File: src/exec_ops_pkg.sv
package exec_ops_pkg;

	// register byte offsets on the bus
	localparam logic [7:0] OFF_ACC = 8'h00;
	localparam logic [7:0] OFF_STATUS = 8'h04;
	localparam logic [7:0] OFF_MEM = 8'h08;
	localparam logic [7:0] OFF_IMM = 8'h0c;
	localparam logic [7:0] OFF_TPTR = 8'h10;
	localparam logic [7:0] OFF_THIGH = 8'h14;
	localparam logic [7:0] OFF_PAGE = 8'h18;
	localparam logic [7:0] OFF_CMD = 8'h1c;
	localparam logic [7:0] OFF_INFO = 8'h20;

	// field layout
	localparam int CMD_OP_LSB = 0;
	localparam int CMD_OP_W = 5;
	localparam int CMD_BIT_LSB = 5;
	localparam int CMD_BIT_W = 3;
	localparam int INFO_BUSY = 0;
	localparam int INFO_SKIP = 1;
	localparam int PAGE_W = 3;
	localparam int NIB_W = 4;

	// reset values and constants
	localparam logic [7:0] BYTE_ZERO = 8'h00;
	localparam logic [7:0] BYTE_ONES = 8'hff;
	localparam logic [7:0] BYTE_ONE = 8'h01;
	localparam logic [PAGE_W-1:0] PAGE_RESET = 3'h0;
	localparam logic [PAGE_W-1:0] PAGE_LAST = 3'h7;
	localparam logic [31:0] WORD_ZERO = 32'h0000_0000;

	// status flags, borrow_out_bit in bit 0
	typedef struct packed {
		logic signed_flow_bit;
		logic null_result_bit;
		logic half_borrow_bit;
		logic borrow_out_bit;
	} flags_s;

	localparam flags_s FLAGS_RESET = '{1'b0, 1'b0, 1'b0, 1'b0};

	// operation codes
	typedef enum logic [CMD_OP_W-1:0] {
		OP_NOP = 5'h00,
		OP_ROTATE_RIGHT_CARRY_TO_ACC = 5'h01,
		OP_SUB_WITH_BORROW = 5'h02,
		OP_SUB_WITH_BORROW_TO_MEM = 5'h03,
		OP_MINUS_MEM = 5'h04,
		OP_MINUS_TO_MEM = 5'h05,
		OP_MINUS_IMM = 5'h06,
		OP_DEC_SKIP_ZERO = 5'h07,
		OP_DEC_SKIP_ZERO_TO_ACC = 5'h08,
		OP_INC_SKIP_ZERO = 5'h09,
		OP_INC_SKIP_ZERO_TO_ACC = 5'h0a,
		OP_BIT_SET_SKIP = 5'h0b,
		OP_ZERO_TEST_SKIP = 5'h0c,
		OP_COPY_ZERO_TEST_SKIP = 5'h0d,
		OP_ZERO_TEST_SKIP_BIT = 5'h0e,
		OP_BYTE_SET = 5'h0f,
		OP_BIT_SET = 5'h10,
		OP_NIBBLE_EXCHANGE = 5'h11,
		OP_NIBBLE_EXCHANGE_TO_ACC = 5'h12,
		OP_TABLE_READ_CURRENT_PAGE = 5'h13,
		OP_TABLE_READ_FINAL_PAGE = 5'h14,
		OP_EXCLUSIVE_OR = 5'h15,
		OP_EXCLUSIVE_OR_TO_MEM = 5'h16,
		OP_EXCLUSIVE_OR_IMM = 5'h17
	} op_e;

	// machine cycle sequencer states
	typedef enum logic [3:0] {
		ST_IDLE = 4'b0001,
		ST_EXEC = 4'b0010,
		ST_TABLE = 4'b0100,
		ST_DUMMY = 4'b1000
	} state_e;

	// arithmetic result with its flags
	typedef struct packed {
		logic [7:0] value;
		flags_s flags;
	} alu_s;

endpackage

File: src/exec_ops.sv
// Overview of operation
// - rotate right through borrow into accumulator
// - subtract with borrow, to acc or mem
// - memory subtract plus one, all flags
// - immediate subtract into accumulator, all flags
// - met skip discards prefetch, adds dummy
// - decrement memory, skip on zero
// - decrement into accumulator, skip on zero
// - increment memory, skip on wrap
// - increment into accumulator, skip on zero
// - skip when selected bit is one
// - skip when memory byte is zero
// - copy memory to acc, skip if zero
// - skip when selected bit is zero
// - byte set writes all ones
// - bit set forces one selected bit
// - swap memory nibbles in place
// - swapped memory nibbles into accumulator
// - table read from current page
// - table read from final page
// - xor memory into accumulator, zero only
// - xor result into memory, zero only
// - xor immediate into accumulator, zero only
//
// Implementation choices: register access over Wishbone and the placing of the registers.
module exec_ops
	import exec_ops_pkg::*;
(
	input wire logic clk_i,
	input wire logic reset_i,
	input wire logic wb_cyc_i,
	input wire logic wb_stb_i,
	input wire logic wb_we_i,
	input wire logic [7:0] wb_adr_i,
	input wire logic [3:0] wb_sel_i,
	input wire logic [31:0] wb_dat_i,
	output logic [31:0] wb_dat_o,
	output logic wb_ack_o,
	output logic [10:0] rom_addr_o,
	input wire logic [15:0] rom_data_i,
	output logic discard_o,
	output logic busy_o
);

	// mask with one bit set at the selected position
	function automatic logic [7:0] bit_mask(input logic [CMD_BIT_W-1:0] idx);
		bit_mask = BYTE_ONE << idx;
	endfunction

	// zero test shared by the skips and the null flag
	function automatic logic is_zero(input logic [7:0] v);
		is_zero = (v == BYTE_ZERO);
	endfunction

	// the two table reads need the extra program rom cycle
	function automatic logic is_table_op(input op_e o);
		is_table_op = (o == OP_TABLE_READ_CURRENT_PAGE) ||
			(o == OP_TABLE_READ_FINAL_PAGE);
	endfunction

	// subtract core: a + ~b + cin with flag extraction
	function automatic alu_s subtract(input logic [7:0] a, input logic [7:0] b,
			input logic cin);
		logic [8:0] full;
		logic [4:0] low;
		logic [7:0] nb;
		nb = ~b;
		full = {1'b0, a} + {1'b0, nb} + {8'h00, cin};
		low = {1'b0, a[3:0]} + {1'b0, nb[3:0]} + {4'h0, cin};
		subtract.value = full[7:0];
		subtract.flags.borrow_out_bit = full[8];
		subtract.flags.half_borrow_bit = low[NIB_W];
		subtract.flags.signed_flow_bit = (a[7] == nb[7]) && (full[7] != a[7]);
		subtract.flags.null_result_bit = is_zero(full[7:0]);
	endfunction

	state_e state;
	state_e next_state;
	logic [7:0] acc;
	logic [7:0] next_acc;
	logic [7:0] mem;
	logic [7:0] next_mem;
	logic [7:0] imm;
	logic [7:0] tptr;
	logic [7:0] thigh;
	logic [PAGE_W-1:0] page;
	flags_s flags;
	flags_s next_flags;
	op_e op;
	logic [CMD_BIT_W-1:0] bit_idx;
	logic skip_flag;
	logic next_skip;
	logic [31:0] read_word;

	// bus decode: writes land on the ack edge
	// while an instruction runs they are acked but dropped
	wire logic bus_req = wb_cyc_i && wb_stb_i;
	wire logic wr_take = bus_req && wb_ack_o && wb_we_i && wb_sel_i[0] && !busy_o;
	wire logic wr_acc = wr_take && (wb_adr_i == OFF_ACC);
	wire logic wr_status = wr_take && (wb_adr_i == OFF_STATUS);
	wire logic wr_mem = wr_take && (wb_adr_i == OFF_MEM);
	wire logic wr_imm = wr_take && (wb_adr_i == OFF_IMM);
	wire logic wr_tptr = wr_take && (wb_adr_i == OFF_TPTR);
	wire logic wr_page = wr_take && (wb_adr_i == OFF_PAGE);
	wire logic wr_cmd = wr_take && (wb_adr_i == OFF_CMD);

	// operand views
	wire logic [7:0] mask = bit_mask(bit_idx);
	// per-bit match at the selected position, reduced to one skip bit
	logic [7:0] bit_hit;
	for (genvar i = 0; i < $bits(bit_hit); i++) begin : g_bit_hit
		assign bit_hit[i] = mask[i] && mem[i];
	end
	wire logic sel_bit = |bit_hit;
	wire logic [7:0] mem_dec = mem - BYTE_ONE;
	wire logic [7:0] mem_inc = mem + BYTE_ONE;
	wire logic [7:0] mem_swap = {mem[NIB_W-1:0], mem[7:NIB_W]};
	wire logic [7:0] mem_xor = acc ^ mem;
	wire logic [7:0] imm_xor = acc ^ imm;
	// acc plus inverted memory plus borrow
	wire alu_s sub_borrow = subtract(acc, mem, flags.borrow_out_bit);
	// acc plus inverted memory plus one
	wire alu_s sub_mem = subtract(acc, mem, 1'b1);
	// acc plus inverted immediate plus one
	wire alu_s sub_imm = subtract(acc, imm, 1'b1);
	wire logic [PAGE_W-1:0] table_page =
		(op == OP_TABLE_READ_FINAL_PAGE) ? PAGE_LAST : page;

	// read multiplexer
	always_comb begin
		read_word = WORD_ZERO;
		case (wb_adr_i)
			OFF_ACC: read_word[7:0] = acc;
			OFF_STATUS: read_word[3:0] = flags;
			OFF_MEM: read_word[7:0] = mem;
			OFF_IMM: read_word[7:0] = imm;
			OFF_TPTR: read_word[7:0] = tptr;
			OFF_THIGH: read_word[7:0] = thigh;
			OFF_PAGE: read_word[PAGE_W-1:0] = page;
			OFF_CMD: read_word[7:0] = {bit_idx, op};
			OFF_INFO: read_word[1:0] = {skip_flag, busy_o};
			default: read_word = WORD_ZERO;
		endcase
	end

	// execute datapath for one machine cycle
	always_comb begin
		next_acc = acc;
		next_mem = mem;
		next_flags = flags;
		next_skip = 1'b0;
		case (op)
			OP_ROTATE_RIGHT_CARRY_TO_ACC: begin
				next_acc = {flags.borrow_out_bit, mem[7:1]};
				next_flags.borrow_out_bit = mem[0];
			end
			OP_SUB_WITH_BORROW: begin
				next_acc = sub_borrow.value;
				next_flags = sub_borrow.flags;
			end
			OP_SUB_WITH_BORROW_TO_MEM: begin
				next_mem = sub_borrow.value;
				next_flags = sub_borrow.flags;
			end
			OP_MINUS_MEM: begin
				next_acc = sub_mem.value;
				next_flags = sub_mem.flags;
			end
			OP_MINUS_TO_MEM: begin
				next_mem = sub_mem.value;
				next_flags = sub_mem.flags;
			end
			OP_MINUS_IMM: begin
				next_acc = sub_imm.value;
				next_flags = sub_imm.flags;
			end
			OP_DEC_SKIP_ZERO: begin
				next_mem = mem_dec;
				next_skip = is_zero(mem_dec);
			end
			OP_DEC_SKIP_ZERO_TO_ACC: begin
				next_acc = mem_dec;
				next_skip = is_zero(mem_dec);
			end
			OP_INC_SKIP_ZERO: begin
				next_mem = mem_inc;
				next_skip = is_zero(mem_inc);
			end
			OP_INC_SKIP_ZERO_TO_ACC: begin
				next_acc = mem_inc;
				next_skip = is_zero(mem_inc);
			end
			OP_BIT_SET_SKIP: next_skip = sel_bit;
			OP_ZERO_TEST_SKIP: next_skip = is_zero(mem);
			OP_COPY_ZERO_TEST_SKIP: begin
				next_acc = mem;
				next_skip = is_zero(mem);
			end
			OP_ZERO_TEST_SKIP_BIT: next_skip = !sel_bit;
			OP_BYTE_SET: next_mem = BYTE_ONES;
			OP_BIT_SET: next_mem = mem | mask;
			OP_NIBBLE_EXCHANGE: next_mem = mem_swap;
			OP_NIBBLE_EXCHANGE_TO_ACC: next_acc = mem_swap;
			OP_EXCLUSIVE_OR: begin
				next_acc = mem_xor;
				next_flags.null_result_bit = is_zero(mem_xor);
			end
			OP_EXCLUSIVE_OR_TO_MEM: begin
				next_mem = mem_xor;
				next_flags.null_result_bit = is_zero(mem_xor);
			end
			OP_EXCLUSIVE_OR_IMM: begin
				next_acc = imm_xor;
				next_flags.null_result_bit = is_zero(imm_xor);
			end
			default: next_skip = 1'b0;
		endcase
	end

	// sequencer next state
	always_comb begin
		next_state = state;
		case (state)
			ST_IDLE: if (wr_cmd) begin
				next_state = ST_EXEC;
			end
			ST_EXEC: begin
				if (is_table_op(op)) begin
					next_state = ST_TABLE;
				end else if (next_skip) begin
					next_state = ST_DUMMY;
				end else begin
					next_state = ST_IDLE;
				end
			end
			ST_TABLE: next_state = ST_IDLE;
			ST_DUMMY: next_state = ST_IDLE;
			default: next_state = ST_IDLE;
		endcase
	end

	// bus slave: ack one cycle after request, dropped after one
	always_ff @(posedge clk_i) begin
		if (reset_i) begin
			wb_ack_o <= 1'b0;
			wb_dat_o <= WORD_ZERO;
		end else begin
			wb_ack_o <= bus_req && !wb_ack_o;
			if (bus_req && !wb_ack_o) begin
				wb_dat_o <= read_word;
			end
		end
	end

	// sequencer and pipeline outputs
	always_ff @(posedge clk_i) begin
		if (reset_i) begin
			state <= ST_IDLE;
			busy_o <= 1'b0;
			discard_o <= 1'b0;
			skip_flag <= 1'b0;
		end else begin
			state <= next_state;
			busy_o <= (next_state != ST_IDLE);
			discard_o <= (state == ST_EXEC) && (next_state == ST_DUMMY);
			// skip flag keeps the outcome of the last instruction
			if (state == ST_EXEC) begin
				skip_flag <= next_skip;
			end
		end
	end

	// table address to program rom, moved only by a table read
	// other instructions leave it alone so the rom bus stays quiet
	always_ff @(posedge clk_i) begin
		if (reset_i) begin
			rom_addr_o <= '0;
		end else if (state == ST_EXEC && is_table_op(op)) begin
			rom_addr_o <= {table_page, tptr};
		end
	end

	// command register; a write here starts the instruction
	always_ff @(posedge clk_i) begin
		if (reset_i) begin
			op <= OP_NOP;
			bit_idx <= '0;
		end else if (wr_cmd) begin
			op <= op_e'(wb_dat_i[CMD_OP_LSB +: CMD_OP_W]);
			bit_idx <= wb_dat_i[CMD_BIT_LSB +: CMD_BIT_W];
		end
	end

	// operand registers: immediate, table pointer, page
	always_ff @(posedge clk_i) begin
		if (reset_i) begin
			imm <= BYTE_ZERO;
			tptr <= BYTE_ZERO;
			page <= PAGE_RESET;
		end else begin
			if (wr_imm) begin
				imm <= wb_dat_i[7:0];
			end
			if (wr_tptr) begin
				tptr <= wb_dat_i[7:0];
			end
			if (wr_page) begin
				page <= wb_dat_i[PAGE_W-1:0];
			end
		end
	end

	// accumulator: datapath result or a bus write while idle
	always_ff @(posedge clk_i) begin
		if (reset_i) begin
			acc <= BYTE_ZERO;
		end else if (state == ST_EXEC) begin
			acc <= next_acc;
		end else if (wr_acc) begin
			acc <= wb_dat_i[7:0];
		end
	end

	// memory operand: datapath result, table low byte or a bus write
	always_ff @(posedge clk_i) begin
		if (reset_i) begin
			mem <= BYTE_ZERO;
		end else if (state == ST_EXEC) begin
			mem <= next_mem;
		end else if (state == ST_TABLE) begin
			mem <= rom_data_i[7:0];
		end else if (wr_mem) begin
			mem <= wb_dat_i[7:0];
		end
	end

	// status flags: datapath result or a status write while idle
	always_ff @(posedge clk_i) begin
		if (reset_i) begin
			flags <= FLAGS_RESET;
		end else if (state == ST_EXEC) begin
			flags <= next_flags;
		end else if (wr_status) begin
			flags <= flags_s'(wb_dat_i[3:0]);
		end
	end

	// table high latch, loaded only by the table read cycle
	always_ff @(posedge clk_i) begin
		if (reset_i) begin
			thigh <= BYTE_ZERO;
		end else if (state == ST_TABLE) begin
			thigh <= rom_data_i[15:8];
		end
	end

endmodule // exec_ops

File: config.mk
export PLATFORM = sky130hd
export DESIGN_NAME = exec_ops
export DESIGN_NICKNAME = d
export VERILOG_FILES = /design/src/exec_ops_pkg.sv /design/src/exec_ops.sv
export SDC_FILE = /design/constraint.sdc
export NUM_CORES = 1
export LEC_CHECK = 0
export BUFFER_PORTS_ARGS = -buffer_cell sky130_fd_sc_hd__buf_4
export CORE_MARGIN = 4
export CORE_UTILIZATION = 35
export DETAILED_ROUTE_END_ITERATION = 8
export PLACE_DENSITY = 0.62
export SYNTH_ARGS = -nofsm -noshare
export SYNTH_HDL_FRONTEND = slang
export SYNTH_SLANG_ARGS = --single-unit
export TNS_END_PERCENT = 20
File: constraint.sdc
create_clock -name clk_i -period 3.6 [get_ports clk_i]
set_input_delay 0.54 -clock clk_i [delete_from_list [all_inputs] [get_ports clk_i]]
set_output_delay 0.54 -clock clk_i [all_outputs]
set_load 0.1 [all_outputs]
==> results.json, run 1 <==
{
  "worstSetupEndpointType": "register",
  "rsz0062_at_grt": "no",
  "slowest_delay_ns": 0.51,
  "place.gp.congestion": 0.996,
  "fillers": 1974,
  "hold_ws_ns": 0.434,
  "grt_pass1_wl_um": 43200,
  "cp_data_required_time_ns": 3.87,
  "power_mw": 2.22,
  "core.rowCount": 50,
  "insertion_delay_ns": 0.36,
  "slowest_stage": "or4_1",
  "firstDrtPassIters": 6,
  "grt_pass1_vias": 7107,
  "dieArea_um2": 21900,
  "vias": 7588,
  "max_slew_margin_pct": 46.9,
  "critical_path_class": "register to register",
  "grt-ovfl-total": 0,
  "min_period_ns": 3.31,
  "pwr_density_cell_nw_per_um2": 275,
  "finalNonFillerCells": 1243,
  "drcViolationCount": 0,
  "synth_edf_count": 0,
  "final_hold_viol_count": 0,
  "cts.path.max_buffers": 2,
  "drive_gt1_share_pct": 16.3,
  "ys_types": 82,
  "cts.clk_slew.worst_paths_ns": 0.07,
  "placed_area_um2": 7730,
  "finClkSkew_ns": 0.0142,
  "via_per_inst": 6.10,
  "initial_core_util_pct": 36.1,
  "final_cell_area_um2": 8060,
  "grt_use_met3_pct": 4.66,
  "crit_fanout": 7,
  "cts_max_level": 3,
  "antenna-diode-count": 0,
  "worst_slew_pin_slew_ns": 0.793,
  "cts_tree": "done",
  "timing.fmax_mhz": 302,
  "drv_slew": 0,
  "place.port_buffers": 59,
  "numCtsBuffers": 9,
  "yosysWarnings": 0,
  "syn_area_per_cell_um2": 7.53,
  "crit_path_start_kind": "register",
  "power_leakage_nw": 2.82,
  "ant_nets": 0,
  "grt_use_met1_pct": 34.7,
  "dp_hpwl_um": 21700,
  "final-setup-viol-count": 0,
  "wirelength_um": 28500,
  "peakVddDrop_mv": 0.267,
  "postCtsSetupRepairBufs": 0,
  "syn_area_um2": 6840,
  "dp_cells": 1227,
  "synth-seq-area-share_pct": 24.0,
  "syn-instance-count": 909,
  "cp.arrival_ns": 3.58,
  "drt_iter0_markers": 1084,
  "busiest_layer": "met2",
  "setup_tns_ns": 0,
  "clock_sinks": 82,
  "synthFlopType": "dfxtp_1",
  "grt_util_met2_pct": 39.5,
  "io_pins": 111,
  "grt_max_degree": 69,
  "nets": 1070,
  "worst_hold_path_type": "input port to register",
  "synth_top_area_share_pct": 24.0,
  "status": "completed",
  "yosys_register_bits": 82,
  "root_buffer": "clkbuf_16",
  "synthArstFlopShare_pct": 0,
  "crit_chain": "inv_1 > ha_1 > inv_1 > fa_1 > nor2b_2 > o22a_2 > xor2_2 > a31oi_1 > or4_1 > nor2_1 > a31oi_1 > a211oi_2",
  "layout_commonest_cell": "buf_4",
  "crit_family": "simple AND/OR/NAND/NOR gates",
  "post-route-period-util_pct": 91.9,
  "layout_common_cells": "buf_4, nor2_1, dfxtp_1",
  "synthTopCellsByArea": "dfxtp_1, mux2i_1, nor2_1",
  "coreArea_um2": 19000,
  "grtUsageTotal_pct": 25.4,
  "maxCapViolations": 0,
  "fp.dieW_um": 148,
  "area_growth_pct": 17.8,
  "wl_per_cell_um": 22.9,
  "critPathBufInv": 2,
  "antenna_found_initial": 0,
  "yosysTopAreaCell": "dfxtp_1",
  "die_h_um": 148
}
## report_power, final
| group | total (mW) | switching [mW] | internal, mW |
|---|---|---|---|
| sequential | 0.916 | 0.00365 | 0.912 |
| clock | 1.05 | 0.430 | 0.621 |
| combinational | 0.254 | 0.208 | 0.0453 |
| total | 2.22 | 0.642 | 1.58 |
## synth_stat cells (4+ instances only)
cell type,instances
a21oi_1,59
o22ai_1,11
mux2i_1,45
nor2b_1,5
a22o_1,7
nor3_1,22
nand3_1,38
xor2_1,8
o221ai_1,8
a222oi_1,11
inv_1,30
nand2_1,79
nor2_1,111
nand2b_1,9
a2111oi_0,8
buf_1,4
and3b_1,4
clkbuf_1,41
ha_1,25
o21ai_0,52
o211ai_1,6
o21a_1,5
buf_2,10
dfxtp_1,82
a31oi_1,22
buf_4,27
nor4_1,12
and3_1,9
a211oi_1,9
or3_1,5
a221oi_1,18
xnor2_1,33
nand4_1,8
nor3b_1,6
## repair_timing
item	4_1_cts	5_1_grt
endpoints found under the setup margin	0	1
resized for setup	0	2
endpoints found under the hold margin	0	0
hold buffers	0	0
## cells by family after synthesis
kind of cell	Yosys count	synth area share, %
other	1	0.0548
multiplexers	45	6.58
flip-flops	82	24.0
adder cells (fa/ha/maj)	28	5.30
AND/OR/NAND/NOR	334	23.7
XOR/XNOR	44	5.96
AO/OA/AOI/OAI	262	26.6
buffers and inverters	113	7.86
## stage by stage
step / util, % / setup WS (ns)
2_1_floorplan: - / 0.332
3_3_place_gp: 40.8 / 0.114
3_5_place_dp: 40.8 / 0.140
4_1_cts: 42.5 / 0.129
5_1_grt: 42.5 / 0.124
6_report: 42.5 / 0.292
## layer usage
metal | share of wire, % | vias up
li1 | - | 3461
met2 | 44 | 483
met3 | 11 | 78
met5 | 0 | -
met4 | 3.9 | 0
met1 | 42 | 3566
## final cells by class
| cell class | count | area, µm² | share of cell area [%] |
|---|---|---|---|
| clock buffer | 9 | 225 | 2.79 |
| clock inverter | 7 | 105 | 1.30 |
| inverter | 31 | 116 | 1.44 |
| multi-input combinational | 737 | 4770 | 59.2 |
| sequential | 82 | 1640 | 20.4 |
| tap | 260 | 325 | 4.03 |
| timing repair buffer | 117 | 878 | 10.9 |
## path summary, 6_finish.rpt
| path | from | to | slack [ns] | cells past startpoint |
|---|---|---|---|---|
| max reg2reg | mem[0]$_SDFFE_PP0P_ | flags[2]$_SDFFE_PP0P_ | 0.29 | 12 |
| min reg2reg | thigh[4]$_SDFFE_PP0P_ | thigh[4]$_SDFFE_PP0P_ | 0.45 | 2 |
| min | rom_data_i[8] | thigh[0]$_SDFFE_PP0P_ | 0.43 | 3 |
| max | mem[0]$_SDFFE_PP0P_ | flags[2]$_SDFFE_PP0P_ | 0.29 | 12 |
## tightest hold or removal path: stages
cell	delay, ns
buf_4	0.11
nand2_1	0.04
a21oi_1	0.05
## state kept, by name (all words and copies together), names as in the netlist
name        cells
page            3
thigh           8
rom_addr_o     11
flags           4
discard_o       1
busy_o          1
acc             8
mem             8
imm             8
tptr            8
skip_flag       1
state           4
op              5
wb_ack_o        1
bit_idx         3
wb_dat_o        8
Note: power is estimated with default switching activity, not from simulation.
==> run 2, diff against run 1 <==
Settings changed: GPL_TIMING_DRIVEN from default to 0.
==> results.json, run 2 (synthesized netlist as in run 1, its figures left out) <==
{
  "status": "completed",
  "initial_core_util_pct": 36.1,
  "wirelength_um": 29700,
  "critical_path_class": "register to register",
  "wl_per_cell_um": 23.1,
  "regMostFlops": "rom_addr_o",
  "largest_reg_flops": 11,
  "layout_setup_ws_ns": 0.0759,
  "slowest_stage": "fa_1",
  "firstDrtPassIters": 8,
  "worst_slew_pin_slew_ns": 1.32,
  "placed_area_um2": 7690,
  "slowest_delay_ns": 0.39,
  "timing.fmax_mhz": 284,
  "drcViolationCount": 0,
  "dp_worst_setup_slack_ns": -1.08,
  "crit_fanout": 10,
  "dieArea_um2": 21900,
  "crit_path_frequent_cell": "buf_4",
  "cts.clk_slew.worst_paths_ns": 0.07,
  "nets": 1113,
  "dp_hpwl_um": 22800,
  "core.rowCount": 50,
  "crit_family": "buffers and inverters",
  "final_hold_viol_count": 0,
  "maxCapViolations": 0,
  "root_buffer": "clkbuf_16",
  "coreArea_um2": 19000,
  "layout_commonest_cell": "nor2_1",
  "grt_max_degree": 16,
  "final_cell_area_um2": 8490,
  "pwr_density_cell_nw_per_um2": 261,
  "area_growth_pct": 24.1,
  "max_slew_margin_pct": 11.9,
  "insertion_delay_ns": 0.34,
  "clock_sinks": 82,
  "critPathBufInv": 7,
  "vias": 7722,
  "cp.arrival_ns": 3.72,
  "crit_path_start_kind": "register",
  "ant_nets": 0,
  "grtUsageTotal_pct": 26.0,
  "cts_max_level": 3,
  "place.port_buffers": 58,
  "fp.dieW_um": 148,
  "finClkSkew_ns": 0.00859,
  "crit_chain": "buf_4 > clkbuf_8 > clkinvlp_4 > ha_2 > inv_1 > fa_1 > buf_6 > xor2_4 > nor3b_4 > buf_4 > o311ai_4 > nor4_4 > xor2_1 > buf_4 > o22ai_1 > o21ai_2 > a21oi_1",
  "grt-ovfl-total": 0,
  "cp_data_required_time_ns": 3.80,
  "cts_tree": "done",
  "post-route-period-util_pct": 97.9,
  "power_leakage_nw": 2.99,
  "power_mw": 2.22,
  "io_pins": 111,
  "worstSetupEndpointType": "register",
  "drive_gt1_share_pct": 18.8,
  "hold_buffers": 0,
  "die_h_um": 148,
  "cts.path.max_buffers": 2,
  "min_period_ns": 3.52,
  "final-setup-viol-count": 0,
  "grt_pass1_vias": 7094,
  "layout_common_cells": "nor2_1, buf_4, dfxtp_1",
  "drt_iter0_markers": 1009,
  "numCtsBuffers": 9,
  "peakVddDrop_mv": 0.225,
  "via_per_inst": 6.00,
  "antenna_found_initial": 0,
  "grt_pass1_wl_um": 44000,
  "place.gp.congestion": 1.02,
  "antenna-diode-count": 0,
  "drv_slew": 0,
  "worst_hold_path_type": "input port to register"
}
==> run 2: cell count changes in the layout (fill, tap and decap cells not counted), moves of 4 or more <==
cell,delta
xor2_4,+4
clkbuf_1,+37
buf_2,+9
xnor2_2,+6
buf_4,-10
o21ai_0,-6
o21ai_2,+5
xnor2_1,-6
==> run 2: what timing repair did <==
item / CTS / global route
pin swaps: 6 / 12
setup buffers: 11 / 10
hold endpoints to repair: 0 / 0
setup endpoints to repair: 22 / 12
resized for setup: 33 / 37
cloned: 0 / 0
==> run 2: power breakdown <==
| part | switching, mW | internal [mW] |
|---|---|---|
| clock | 0.403 | 0.615 |
| combinational | 0.216 | 0.0639 |
| sequential | 0.00397 | 0.913 |
==> run 2: worst paths after layout <==
path                          from                     to  slack (ns)  depth (start not counted)
min                 rom_data_i[13]  thigh[5]$_SDFFE_PP0P_        0.44                          3
max reg2reg    mem[0]$_SDFFE_PP0P_    acc[7]$_SDFFE_PP0P_        0.08                         17
max            mem[0]$_SDFFE_PP0P_    acc[7]$_SDFFE_PP0P_        0.08                         17
min reg2reg  thigh[1]$_SDFFE_PP0P_  thigh[1]$_SDFFE_PP0P_        0.46                          2
==> run 2: worst min-delay path: stages <==
cell	delay [ns]
buf_4	0.11
nand2_1	0.04
a21oi_1	0.05
==> run 2: final cells by class <==
class                   instances  area [µm²]
clock buffers                   9         225
plain buffers                  81         447
inverters                      31         120
well taps                     260         325
fillers                      1949       10500
clock inverters                 7         103
repair buffers                 79         593
flip-flops and latches         82        1640
multi-input cells             737        5040
==> run 2: metrics by stage <==
step	std cells	TNS [ns]	hold WS, ns	util, %
after CTS	1277	0	0.433	43.5
after floorplan	932	0	0.436	-
after global routing	1286	-0.0422	0.445	44.8
after detailed placement	1250	-11.39	0.450	40.6
after global placement	1250	-12.04	0.443	40.6
final	1286	0	0.441	44.8
==> run 2: routing by layer <==
layer | share of wire (%) | track usage [%] | vias up
li1 | - | - | 3559
met1 | 42 | 35.9 | 3612
met2 | 45 | 41.5 | 483
met3 | 9.6 | 3.99 | 68
met4 | 3.5 | 8.91 | 0
met5 | 0 | 0 | -
==> run 3, diff against run 2 <==
Settings changed: CORE_UTILIZATION 35 to 58, PLACE_DENSITY 0.62 to 0.9, REMOVE_ABC_BUFFERS from default to 1.
==> results.json, run 3 (synthesized netlist as in run 1, its figures left out) <==
{
  "endpoint": "mem[4]$_SDFFE_PP0P_",
  "r2r-start": "mem[0]$_SDFFE_PP0P_",
  "root_buffer": "clkbuf_16",
  "maxCapViolations": 0,
  "cts_tree": "done",
  "cts.clk_slew.worst_paths_ns": 0.07,
  "placed_area_um2": 7180,
  "fp.dieW_um": 117,
  "antenna-diode-count": 0,
  "final_util_pct": 66.3,
  "status": "completed",
  "hold_buffers": 0,
  "final_hold_viol_count": 0,
  "dp_worst_setup_slack_ns": -0.639,
  "r2r_cells": 12,
  "cts.path.max_buffers": 2,
  "dp_hpwl_um": 18500,
  "cts_max_level": 3,
  "nets": 1019,
  "finalNonFillerCells": 1075,
  "min_period_ns": 3.51,
  "layout_setup_ws_ns": 0.0942,
  "post-route-period-util_pct": 97.4,
  "finClkSkew_ns": 0.0120,
  "drv_slew": 0,
  "io_pins": 111,
  "layout_commonest_cell": "nor2_1",
  "grt_pass1_vias": 7260,
  "drcViolationCount": 0,
  "worst_hold_path_type": "input port to register",
  "rrSetupSlack_ns": 0.09,
  "power_leakage_nw": 2.58,
  "wl_per_cell_um": 24.2,
  "numCtsBuffers": 9,
  "rsz0062_at_grt": "yes",
  "largest_reg_flops": 11,
  "coreArea_um2": 11500,
  "via_per_inst": 7.22,
  "grt-ovfl-total": 0,
  "initial_core_util_pct": 59.7,
  "cp_data_required_time_ns": 3.88,
  "die_h_um": 117,
  "area_growth_pct": 11.0,
  "peakVddDrop_mv": 0.374,
  "worst_slew_pin_slew_ns": 1.21,
  "ant_nets": 0,
  "grt_max_degree": 70,
  "place.gp.congestion": 1.08,
  "antenna_found_initial": 0,
  "drt_iter0_markers": 1551,
  "crit_start": "mem[0]$_SDFFE_PP0P_",
  "grt_pass1_wl_um": 40100,
  "firstDrtPassIters": 8,
  "insertion_delay_ns": 0.35,
  "worstSetupEndpointType": "register",
  "clock_sinks": 82,
  "place.port_buffers": 59,
  "final-setup-viol-count": 0,
  "wirelength_um": 26100,
  "critical_path_class": "register to register",
  "grtUsageTotal_pct": 38.2,
  "pwr_density_cell_nw_per_um2": 277,
  "max_slew_margin_pct": 18.9,
  "final_cell_area_um2": 7600,
  "cp.arrival_ns": 3.78,
  "vias": 7758,
  "drive_gt1_share_pct": 13.5,
  "core.rowCount": 39,
  "critical_path.reg2reg.endpoint": "mem[4]$_SDFFE_PP0P_",
  "timing.fmax_mhz": 285,
  "crit_fanout": 19,
  "layout_common_cells": "nor2_1, nand2_1, dfxtp_1",
  "regMostFlops": "rom_addr_o",
  "crit_path_start_kind": "register",
  "dp_cells": 1055,
  "dieArea_um2": 13600
}
==> run 3: changes by cell type in the layout (fill, tap and decap cells not counted), sizes merged <==
cell,previous run,this run
buf,121,66
bufinv,2,0
clkbuf,48,9
clkinv,5,1
clkinvlp,1,3
inv,30,34
==> run 3: worst min-delay path by stage <==
| stage | startpoint | endpoint | slack, ns | depth (start not counted) |
|---|---|---|---|---|
| finish | rom_data_i[8] | thigh[0]$_SDFFE_PP0P_ | 0.44 | 3 |
| global route | rom_data_i[13] | thigh[5]$_SDFFE_PP0P_ | 0.44 | 3 |
| CTS | rom_data_i[10] | thigh[2]$_SDFFE_PP0P_ | 0.44 | 3 |
| detailed placement | thigh[7]$_SDFFE_PP0P_ | thigh[7]$_SDFFE_PP0P_ | 0.45 | 2 |
| global placement | thigh[0]$_SDFFE_PP0P_ | thigh[0]$_SDFFE_PP0P_ | 0.44 | 2 |
| floorplan | thigh[3]$_SDFFE_PP0P_ | thigh[3]$_SDFFE_PP0P_ | 0.43 | 2 |
==> run 3: power breakdown <==
group / switching [mW] / internal, mW / total [mW]
clock network: 0.448 / 0.490 / 0.938
logic: 0.208 / 0.0445 / 0.253
registers: 0.00355 / 0.909 / 0.913
total: 0.660 / 1.44 / 2.10
==> run 3: metrics by stage <==
stage	power (mW)	TNS (ns)	hold WS (ns)
detailed placement	1.18	-5.10	0.453
CTS	2.09	0	0.441
global route	2.14	-0.0409	0.444
finish	2.10	0	0.443
floorplan	1.11	-0.107	0.430
global placement	1.18	-16.66	0.444
==> run 3: routing by layer <==
layer	GRT usage (%)	part of all wire, %
met3	8.86	13
met5	0	0
met2	58.5	43
met1	49.7	37
met4	20.7	6.9
==> run 3: worst max-delay path: stages (launching register included) <==
cell,delay [ns]
dfxtp_4,0.55
clkinvlp_4,0.27
ha_1,0.27
inv_1,0.08
fa_2,0.48
inv_1,0.15
ha_1,0.25
nand3_1,0.20
xnor2_1,0.41
a2111oi_2,0.15
a211oi_1,0.38
o22ai_1,0.15
nor2_1,0.11
==> run 3: final cells by class <==
cell class | instances | area (µm²)
Clock buffer | 9 | 225
Clock inverter | 7 | 68.8
Fill cell | 937 | 3870
Inverter | 31 | 120
Multi-Input combinational cell | 737 | 4840
Sequential cell | 82 | 1660
Tap cell | 143 | 179
Timing Repair Buffer | 66 | 507
==> run 3: timing repair <==
item / CTS / global route
resized for setup: 12 / 14
pin swaps: 0 / 1
endpoints found under the setup margin: 15 / 10
buffers inserted: 3 / 1
hold endpoints to repair: 0 / 0
